**config.mk**
```make
export PLATFORM = sky130hd
export DESIGN_NAME = acs_sequencer
export DESIGN_NICKNAME = d
export VERILOG_FILES = /design/src/acs_pkg.sv /design/src/acs_sequencer.sv
export SDC_FILE = /design/constraint.sdc
export NUM_CORES = 1
export LEC_CHECK = 0
export BUFFER_PORTS_ARGS = -buffer_cell sky130_fd_sc_hd__buf_2
export CORE_MARGIN = 2
export CORE_UTILIZATION = 52
export CTS_BUF_LIST = sky130_fd_sc_hd__clkbuf_4 sky130_fd_sc_hd__clkbuf_8
export DETAILED_ROUTE_END_ITERATION = 8
export GPL_TIMING_DRIVEN = 0
export PLACE_DENSITY = 0.85
export SYNTH_ARGS = -nofsm -noshare
export SYNTH_HDL_FRONTEND = slang
export SYNTH_SLANG_ARGS = --single-unit
export TNS_END_PERCENT = 30
```
**constraint.sdc**
```tcl
create_clock -name ref_clk_i -period 2.8 [get_ports ref_clk_i]
set_input_delay 0.56 -clock ref_clk_i [delete_from_list [all_inputs] [get_ports ref_clk_i]]
set_output_delay 0.56 -clock ref_clk_i [all_outputs]
set_load 0.02 [all_outputs]
```
**src/acs_pkg.sv**
```systemverilog
package acs_pkg;

   // Clock and conversion timing
   localparam int unsigned CLK_PERIOD_NS   = 8;
   localparam int unsigned RC_TAD_NS       = 4000;
   localparam logic [8:0]  RC_HALF_CYC     = 9'(RC_TAD_NS / (2 * CLK_PERIOD_NS));
   localparam logic [8:0]  DIV2_HALF_CYC   = 9'h001;
   localparam logic [8:0]  DIV8_HALF_CYC   = 9'h004;
   localparam logic [8:0]  DIV32_HALF_CYC  = 9'h010;
   localparam logic [4:0]  CONV_HALF_TADS  = 5'h13;
   localparam logic [4:0]  HOLD_HALF_TADS  = 5'h04;
   localparam logic [7:0]  SAR_FIRST_TRIAL = 8'h80;
   localparam logic [7:0]  RESULT_RESET    = 8'h00;

   // Clock select codes
   localparam logic [1:0] CLK_SEL_DIV2  = 2'h0;
   localparam logic [1:0] CLK_SEL_DIV8  = 2'h1;
   localparam logic [1:0] CLK_SEL_DIV32 = 2'h2;
   localparam logic [1:0] CLK_SEL_RC    = 2'h3;

   typedef enum logic [1:0] {
      ST_OFF,
      ST_ACQUIRE,
      ST_CONVERT,
      ST_HOLDOFF
   } acs_state_type;

   typedef struct packed {
      logic       converter_on_bit;
      logic [1:0] conv_clock_select;
      logic [2:0] channel_select;
   } acs_ctrl_type;

   typedef struct packed {
      acs_state_type state;
      logic [8:0]    div_cnt;
      logic [4:0]    half_cnt;
      logic [7:0]    sar;
      logic [7:0]    result;
      logic          go;
      logic          irq;
      logic          sample;
      logic          active;
      logic [2:0]    chan;
      logic [7:0]    port_rd;
   } acs_core_type;

endpackage : acs_pkg

```
**src/acs_sequencer.sv**
```systemverilog
// Overview of operation
// RL1: Conversion lasts nine and a half bit periods.
// RL2: Select code picks 2, 8, 32 clocks or RC.
// RL3: Software keeps bit period at least 1.6 us.
// RL4: RC option gives about 4 us bit period.
// RL5: Two bit periods hold-off after completion, sampler open.
// RL6: Sampling capacitor never discharged between conversions.
// RL7: Clearing go mid-conversion aborts at once.
// RL8: Abort leaves result register untouched.
// RL9: Two bit periods after abort, acquisition restarts.
// RL10: Software enables converter before setting go.
// RL11: Software waits acquisition time before setting go.
// RL12: Acquisition time is settling, charging, temperature terms.
// RL13: Analog-configured pins read back as zero.
// RL14: Selected pin sampled whatever its direction.
// RL15: Channel and direction bits never block conversion.
// RL16: Digital-configured pins still convert when selected.
// RL17: Completion clears go and sets done flag together.
// RL18: Above 1 MHz use RC only in sleep.
// RL19: Completion loads result with go clearing.
// RL20: Converter-on low holds module off.
// RL21: Three-bit channel field routes one of eight inputs.
`timescale 1ns/1ps
`default_nettype none

module acs_sequencer (
   input  wire logic                  ref_clk_i,
   input  wire logic                  srst_i,
   input  wire acs_pkg::acs_ctrl_type ctrl_i,
   input  wire logic                  go_set_i,
   input  wire logic                  go_clear_i,
   input  wire logic                  result_wr_i,
   input  wire logic [7:0]            result_wdata_i,
   input  wire logic                  irq_flag_clear_i,
   input  wire logic                  comp_i,
   input  wire logic [7:0]            port_pin_i,
   input  wire logic [7:0]            analog_pin_mask_i,
   output logic                       go_busy_o,
   output logic [7:0]                 conversion_result_o,
   output logic                       conv_done_irq_flag_o,
   output logic                       sample_switch_o,
   output logic [2:0]                 channel_mux_o,
   output logic [7:0]                 dac_code_o,
   output logic                       converter_active_o,
   output logic [7:0]                 port_read_data_o
);

   ////////////////////////////////////////////////////////////////////////////
   // Half bit-period length per clock select
   function automatic logic [8:0] half_period(input logic [1:0] sel);
      case (sel)
         acs_pkg::CLK_SEL_DIV2:  half_period = acs_pkg::DIV2_HALF_CYC;  // [RL2]
         acs_pkg::CLK_SEL_DIV8:  half_period = acs_pkg::DIV8_HALF_CYC;  // [RL2]
         acs_pkg::CLK_SEL_DIV32: half_period = acs_pkg::DIV32_HALF_CYC; // [RL2]
         default:                half_period = acs_pkg::RC_HALF_CYC;    // [RL4]
      endcase
   endfunction : half_period

   ////////////////////////////////////////////////////////////////////////////
   acs_pkg::acs_core_type st_reg;
   acs_pkg::acs_core_type st_next;
   logic                  tick;
   logic                  done_evt;
   logic                  abort_evt;
   logic [2:0]            bit_idx;

   // Half-period counted, so the trailing half bit period is exact
   // At-or-above, so a shorter select mid-run cannot strand the divider
   assign tick     = (st_reg.div_cnt >= half_period(ctrl_i.conv_clock_select) - 9'h001);
   assign bit_idx  = 3'h7 - 3'(st_reg.half_cnt >> 1);
   assign abort_evt = (st_reg.state == acs_pkg::ST_CONVERT) && go_clear_i && ctrl_i.converter_on_bit;
   assign done_evt  = (st_reg.state == acs_pkg::ST_CONVERT) && !go_clear_i && ctrl_i.converter_on_bit
                      && tick && (st_reg.half_cnt == acs_pkg::CONV_HALF_TADS - 5'h01);

   always_comb begin
      st_next         = st_reg;
      st_next.port_rd = port_pin_i & ~analog_pin_mask_i;  // [RL13]
      // Mux follows the field alone; direction bits never gate it
      st_next.chan    = ctrl_i.channel_select;             // [RL21] [RL14] [RL16]
      if (irq_flag_clear_i) begin
         st_next.irq = 1'b0;
      end
      if (result_wr_i) begin
         st_next.result = result_wdata_i;
      end
      case (st_reg.state)
         acs_pkg::ST_OFF: begin
            st_next.go     = 1'b0;
            st_next.sample = 1'b0;
            st_next.active = 1'b0;
            if (ctrl_i.converter_on_bit) begin
               st_next.state  = acs_pkg::ST_ACQUIRE;
               st_next.sample = 1'b1;
               st_next.active = 1'b1;
            end
         end
         acs_pkg::ST_ACQUIRE: begin
            // Start ignores channel contents entirely
            if (go_set_i) begin                            // [RL15]
               st_next.state    = acs_pkg::ST_CONVERT;
               st_next.go       = 1'b1;
               st_next.sample   = 1'b0;
               st_next.sar      = acs_pkg::SAR_FIRST_TRIAL;
               st_next.div_cnt  = 9'h000;
               st_next.half_cnt = 5'h00;
            end
         end
         acs_pkg::ST_CONVERT: begin
            st_next.div_cnt = st_reg.div_cnt + 9'h001;
            if (tick) begin
               st_next.div_cnt  = 9'h000;
               st_next.half_cnt = st_reg.half_cnt + 5'h01;
               if (st_reg.half_cnt[0] && st_reg.half_cnt < 5'h10) begin
                  if (!comp_i) begin
                     st_next.sar[bit_idx] = 1'b0;
                  end
                  if (bit_idx != 3'h0) begin
                     st_next.sar[bit_idx - 3'h1] = 1'b1;
                  end
               end
            end
            if (go_clear_i) begin                          // [RL7]
               // Result left as is on abort
               st_next.state    = acs_pkg::ST_HOLDOFF;     // [RL8] [RL9]
               st_next.go       = 1'b0;
               st_next.div_cnt  = 9'h000;
               st_next.half_cnt = 5'h00;
            end else if (done_evt) begin                   // [RL1]
               st_next.state    = acs_pkg::ST_HOLDOFF;     // [RL5]
               st_next.result   = st_reg.sar;              // [RL19]
               st_next.go       = 1'b0;                    // [RL17]
               st_next.irq      = 1'b1;                    // [RL17]
               st_next.div_cnt  = 9'h000;
               st_next.half_cnt = 5'h00;
            end
         end
         acs_pkg::ST_HOLDOFF: begin
            st_next.div_cnt = st_reg.div_cnt + 9'h001;
            if (tick) begin
               st_next.div_cnt  = 9'h000;
               st_next.half_cnt = st_reg.half_cnt + 5'h01;
               if (st_reg.half_cnt == acs_pkg::HOLD_HALF_TADS - 5'h01) begin
                  // No discharge: capacitor resumes from its held level
                  st_next.state  = acs_pkg::ST_ACQUIRE;    // [RL9] [RL6]
                  st_next.sample = 1'b1;
               end
            end
         end
         default: begin
            st_next.state = acs_pkg::ST_OFF;
         end
      endcase
      // Off wins over every state; result is kept
      if (!ctrl_i.converter_on_bit) begin                  // [RL20]
         st_next.state  = acs_pkg::ST_OFF;
         st_next.go     = 1'b0;
         st_next.sample = 1'b0;
         st_next.active = 1'b0;
      end
   end

   always_ff @(posedge ref_clk_i) begin
      if (srst_i) begin
         st_reg          <= '0;
         st_reg.state    <= acs_pkg::ST_OFF;
         st_reg.result   <= acs_pkg::RESULT_RESET;
      end else begin
         st_reg <= st_next;
      end
   end

   assign go_busy_o            = st_reg.go;
   assign conversion_result_o  = st_reg.result;
   assign conv_done_irq_flag_o = st_reg.irq;
   assign sample_switch_o      = st_reg.sample;
   assign channel_mux_o        = st_reg.chan;
   assign dac_code_o           = st_reg.sar;
   assign converter_active_o   = st_reg.active;
   assign port_read_data_o     = st_reg.port_rd;

   logic [12:0] conv_cyc;
   logic        sel_steady;
   logic [8:0]  hp_start;
   logic [12:0] hold_cyc;
   logic        hold_steady;

   always_ff @(posedge ref_clk_i) begin
      if (srst_i || st_reg.state != acs_pkg::ST_CONVERT) begin
         conv_cyc   <= 13'h0000;
         sel_steady <= 1'b1;
         hp_start   <= half_period(ctrl_i.conv_clock_select);
      end else begin
         conv_cyc <= conv_cyc + 13'h0001;
         if (half_period(ctrl_i.conv_clock_select) != hp_start) begin
            sel_steady <= 1'b0;
         end
      end
   end

   // Hold-off tracker; judged only while the select stays put
   always_ff @(posedge ref_clk_i) begin
      if (srst_i || st_reg.state != acs_pkg::ST_HOLDOFF) begin
         hold_cyc    <= 13'h0000;
         hold_steady <= 1'b1;
      end else begin
         hold_cyc <= hold_cyc + 13'h0001;
         if (half_period(ctrl_i.conv_clock_select) != hp_start) begin
            hold_steady <= 1'b0;
         end
      end
   end
endmodule : acs_sequencer

`default_nettype wire

```
## After elaboration in Yosys (flattened, before gate mapping)

Cells that the tools add are included.

| operators by class | value |
|---|---|
| add/sub/neg operators | 5 |
| eq/ne operators | 14 |
| mux-type cells | 34 |
| order comparisons | 6 |
| bitwise operators | 6 |
| reductions and logical operators | 22 |

Operators with widths:

| cell | number |
|---|---|
| 8-bit two-way mux | 9 |
| 16-bit two-way mux | 3 |
| 14-bit case mux with 3 select lines | 1 |
| 24-bit two-way mux | 1 |
| 8-bit case mux with 3 select lines | 1 |
| 22-bit two-way mux | 1 |
| 8-bit AND | 2 |
| 8-bit inverter | 2 |
| 8-bit case mux with 2 select lines | 1 |
| 4-bit AND reduction | 4 |
| 3-bit nonzero test | 4 |
| 1-bit two-way mux | 10 |
| 10-bit two-way mux | 1 |
| 9-bit by 1-bit adder with 9-bit output (second input constant) | 1 |
| 9-bit greater-or-equal comparator | 1 |
| 9-bit by 1-bit subtractor with 9-bit output (second input constant) | 1 |
| 3-bit by 4-bit less-than comparator with 1-bit output (second input constant) | 2 |
| 2-bit != test (second input constant) | 4 |
| 8-bit bitwise OR | 1 |
| 2-bit case mux with 4 select lines | 1 |
| 1-bit logical AND | 7 |
| 1-bit demux with 3-bit select | 2 |
| 2-bit == test (second input constant) | 3 |
| 3-bit by 1-bit greater-or-equal comparator with 1-bit output (second input constant) | 2 |
| 19 further kinds | 22 |

| storage, ports and cells | value |
|---|---|
| input port bits | 37 |
| word-level logic and storage cells | 98 |
| output and inout bits | 31 |
| register bits | 47 |

## Logic depth before layout (Yosys ltp)

| logic depth | value |
|---|---|
| depth in word-level cells | 18 |
| mapped depth | 11 |
| mapped depth without buffers | 10 |

## Least setup slack after synthesis

Ideal clock, no wire load.

| timing | value |
|---|---|
| path type | input -> register |
| start | input ctrl_i[3] in the netlist's numbering |
| end | register st_reg[41] in the netlist's numbering |
| required time | 2.726 ns |
| setup time | 0.074 ns |
| path slack | 0.190 ns |
| arrival | 2.535 ns |
| cell stages on the path | 10 |
| buffers on the path | 1 |
| cell sequence | ha_1 -> inv_1 -> nand3_1 -> ha_1 -> a21oi_1 -> o21ai_1 -> a211o_1 -> buf_4 -> or4b_1 -> a31oi_1 |

| between the ends | value |
|---|---|
| longest elaborated chain between the ends | 9 |
| elaborated cells on any way between the ends | 13 |
| those cells by class | 1 x add/sub; 1 x order compare; 2 x eq/ne; 6 x mux; 3 x reduce/logical |

Ends and longest elaborated chain:

| element | line | text |
|---|---|---|
| start, declared | acs_sequencer.sv:29 | `input wire acs_pkg::acs_ctrl_type ctrl_i,` |
| 2-bit == test, or another cell as far along | acs_sequencer.sv:51 | `case (sel)` |
| 8-bit case mux with 3 select lines (*) | n/a |  |
| 9-bit by 1-bit subtractor with 9-bit output (*) | acs_sequencer.sv:69 | `assign tick = (st_reg.div_cnt >= half_period(ctrl_i.conv_clock_select) - 9'h001);` |
| 9-bit greater-or-equal comparator (*) | acs_sequencer.sv:69 |  |
| 1-bit logical AND (2 in a row) | acs_sequencer.sv:73 | `&& tick && (st_reg.half_cnt == acs_pkg::CONV_HALF_TADS - 5'h01);` |
| 16-bit two-way mux | acs_sequencer.sv:128 | `end else if (done_evt) begin` |
| 16-bit two-way mux | acs_sequencer.sv:122 | `if (go_clear_i) begin` |
| 14-bit case mux with 3 select lines (*) | acs_sequencer.sv:86 | `case (st_reg.state)` |
| end signal, assigned | acs_sequencer.sv:168 | `st_reg <= st_next;` |
| end, declared | acs_sequencer.sv:60 | `acs_pkg::acs_core_type st_reg;` |

Mark *: on every way between the ends. The rest lies on a longest branch, timed or not. The select of a mux whose other input is x is not followed.
A chain may end at the register's enable or synchronous reset.

## Final worst setup path

| timing | value |
|---|---|
| start | input ctrl_i[4] in the netlist's numbering |
| end | register st_reg[41] in the netlist's numbering |

Same word-level chain as after synthesis.

==> metrics.txt <==
DRC=0; fillers=463; Worst-path clk slew=0.09 ns; Crit-path slowest cell=or4b_1; Final WS setup=0.187 ns; crit-path max cell delay=0.49 ns; clock power share=0.324; Clock Skew=0.00314 ns; Setup crit end kind=flip-flop; CP required=between 3 and 4 ns; leak pwr=around 1.4 nW; Root Driver=clkbuf_8; RSZ-0062 raised after global routing=no; Die W=75.5 µm; initial core utilization=0.531; chip height=around 76 µm; Seq pwr share=0.533; TritonRoute pass-1 iters=4; routability cong.=around 0.87; WL final=6100 µm; CP bufs+invs=3; initial DRC count=around 140; count of final max-slew check failures=0; WL per Instance=13.5 µm; post-route minimum period=2.61 ns; post-route ant nets=0; crit path cell chain=buf_2 > ha_1 > inv_1 > nand3_1 > ha_1 > a21oi_1 > o21ai_2 > a211o_1 > buf_4 > or4b_1 > a31oi_1; Hold Slack=0.402 ns; Overall Global Routing Usage=0.224; Vias per Instance=5.41; IO Pins=just under 70; status=completed; # placed instances=445; PwrDens=412 mW/mm²; largest net degree at the start of global routing=17; CTS sink count=47; ys async rst share=0; Skew-Pair Late Insertion Delay=0.30 ns; Syn Nets=between 300 and 400; Final Non-Filler Cells=453; initial antenna violation count=0; mean area per synthesized cell=8.60 µm²; pre-CTS setup slack=-0.299 ns; Setup TNS=0 ns; number of flip-flops in the largest register=16; worst min path class=in -> reg; layout cell share with drive strength beyond 1=0.279; Yosys cell types=50; Post-Syn Area=0.00266 mm²; sequential area share after synthesis=0.354; Arr. time, crit path=2.85 ns; Vias=2,452; die area=0.00570 mm²; Layout Nets=438; Pint=955 µW; Max-Cap Viols=0; hpwl dp=between 4000 and 5000 µm; Slew @ Worst Pin=approximately 0.58 ns; H-tree level count=2; final worst path period share=0.933; achievable frequency=roughly 0.38 GHz; Psw=356 µW; cell family with most CP delay=compound AO/OA/AOI/OAI gates; post-CTS setup buffers=0; CTS tree=built; critical path type=in -> reg; Port Buf Inserts=66; worst-path fanout max=10; Inserted Diodes=0; synthesized flop and latch total=47; Sw Share=0.272; core area=around 0.005 mm²; total grt overflow=0; Warnings, synthesis=0; Slew Limit Headroom=0.613; first-pass GRT wire length=9930 µm; number of synthesized flops with an enable pin=0; CTS buffer count=5; reg2reg setup slack=0.57 ns; maximum clock path buffer count=2; CP startpoint kind=input port; combinational power share=0.144; cell repeated most along the worst path=ha_1; cell count after synthesis=a little over 300; endpoints failing hold=0; Finish-stage setup viols=0; Synth Flop Type=dfxtp_1; Max VDD drop=0.000199 V; vias in the first global route=2,278; Final Util=0.635; Syn-to-layout area delta=19.7%; row count=26
## metrics by stage
step / area, µm² / total power, mW
after floorplan: 2660 / 0.835
after CTS: 3170 / 1.32
after global routing: 3180 / 1.37
after global placement: 3080 / 0.896
after detailed placement: 3080 / 0.900
final: 3180 / 1.31
## synth_stat cells (2+ instances only)
library cell  instances  area, µm²
dfxtp_1              47        941
buf_4                28        210
ha_1                 19        238
nand2_1              19       71.3
inv_1                18       67.6
a21oi_1              17       85.1
nor2_1               17       63.8
clkbuf_1             12       45.0
nand3_1              10       50.1
nor3_1                9       45.0
a211oi_1              8       60.1
mux2i_1               8       80.1
nand2b_1              8       50.1
nor3b_1               8       60.1
nor2b_1               7       43.8
a31oi_1               5       31.3
nand4_1               5       31.3
o211ai_1              5       37.5
o21ai_0               5       25.0
o21ai_1               5       25.0
a41oi_1               4       35.0
and3_1                4       25.0
xnor2_1               4       35.0
a2bb2oi_1             2       17.5
a32o_1                2       20.0
nand3b_1              2       15.0
nand4b_1              2       17.5
nor4_1                2       12.5
o311ai_0              2       17.5
o31ai_1               2       15.0
or3_1                 2       12.5
or4_1                 2       15.0
or4b_1                2       20.0
## timing repair
item | CTS | global route
setup endpoints to repair | 0 | 21
resized for setup | 0 | 6
hold buffers | 0 | 0
endpoints found under the hold margin | 0 | 0
## layout make-up
cell class | instances | area (µm²) | share of cell area
Tap cell | 70 | 87.6 | 0.0275
Clock buffer | 5 | 68.8 | 0.0216
Clock inverter | 3 | 22.5 | 0.00708
Inverter | 18 | 67.6 | 0.0212
Buffer | 42 | 267 | 0.0838
Sequential cell | 47 | 941 | 0.296
Timing Repair Buffer | 66 | 330 | 0.104
Multi-Input combinational cell | 202 | 1400 | 0.439
## cell usage in the layout, fill, tap and decap left out, types with 4 or more instances in the layout
master / netlist / layout
buf_2: 1 / 67
dfxtp_1: 47 / 47
buf_4: 28 / 28
nand2_1: 19 / 19
ha_1: 19 / 19
inv_1: 18 / 18
nor2_1: 17 / 17
a21oi_1: 17 / 17
nand3_1: 10 / 10
clkbuf_1: 12 / 10
nor3_1: 9 / 9
nand2b_1: 8 / 8
nor3b_1: 8 / 8
mux2i_1: 8 / 8
a211oi_1: 8 / 8
nor2b_1: 7 / 7
nand4_1: 5 / 5
a31oi_1: 5 / 5
o211ai_1: 5 / 5
o21ai_0: 5 / 5
clkbuf_8: 0 / 5
xnor2_1: 4 / 4
o21ai_1: 5 / 4
and3_1: 4 / 4
a41oi_1: 4 / 4
## power groups by stage
stage          Sequential [mW]  Combinational, mW  Clock (mW)
2_1_floorplan            0.713              0.122           0
3_3_place_gp             0.713              0.183           0
3_5_place_dp             0.714              0.186           0
4_1_cts                  0.698              0.187       0.430
5_1_grt                  0.701              0.209       0.458
6_report                 0.699              0.188       0.424
## routing by layer
metal | global-route usage | vias to the layer above | share of wire
met2 | 0.397 | 67 | 0.50
li1 | - | 1231 | -
met1 | 0.275 | 1147 | 0.44
met4 | 0.0702 | 0 | 0.010
met5 | 0 | - | 0
met3 | 0.0384 | 7 | 0.051
## worst paths after layout
| kind | startpoint | end | cells after the start |
|---|---|---|---|
| worst min-delay path | analog_pin_mask_i[3] | port_read_data_o[3] | 2 |
| worst min register to register | conv_done_irq_flag_o | conv_done_irq_flag_o | 2 |
| worst max register to register | st_reg[42] | st_reg[41] | 7 |
| worst max-delay path | ctrl_i[4] | st_reg[41] | 11 |
## logic make-up (layout without fill, tap and decap cells)
group | after synthesis | in the layout | synth area share
muxes | 8 | 8 | 0.0301
adders and majority gates | 19 | 19 | 0.0894
DFF | 47 | 47 | 0.354
AOI/OAI and AO/OA | 68 | 68 | 0.175
buffers and inverters | 60 | 134 | 0.125
and+or+nand+nor | 102 | 102 | 0.210
xor gates and xnor gates | 5 | 5 | 0.0165
Note: power is estimated with default switching activity, not from simulation.
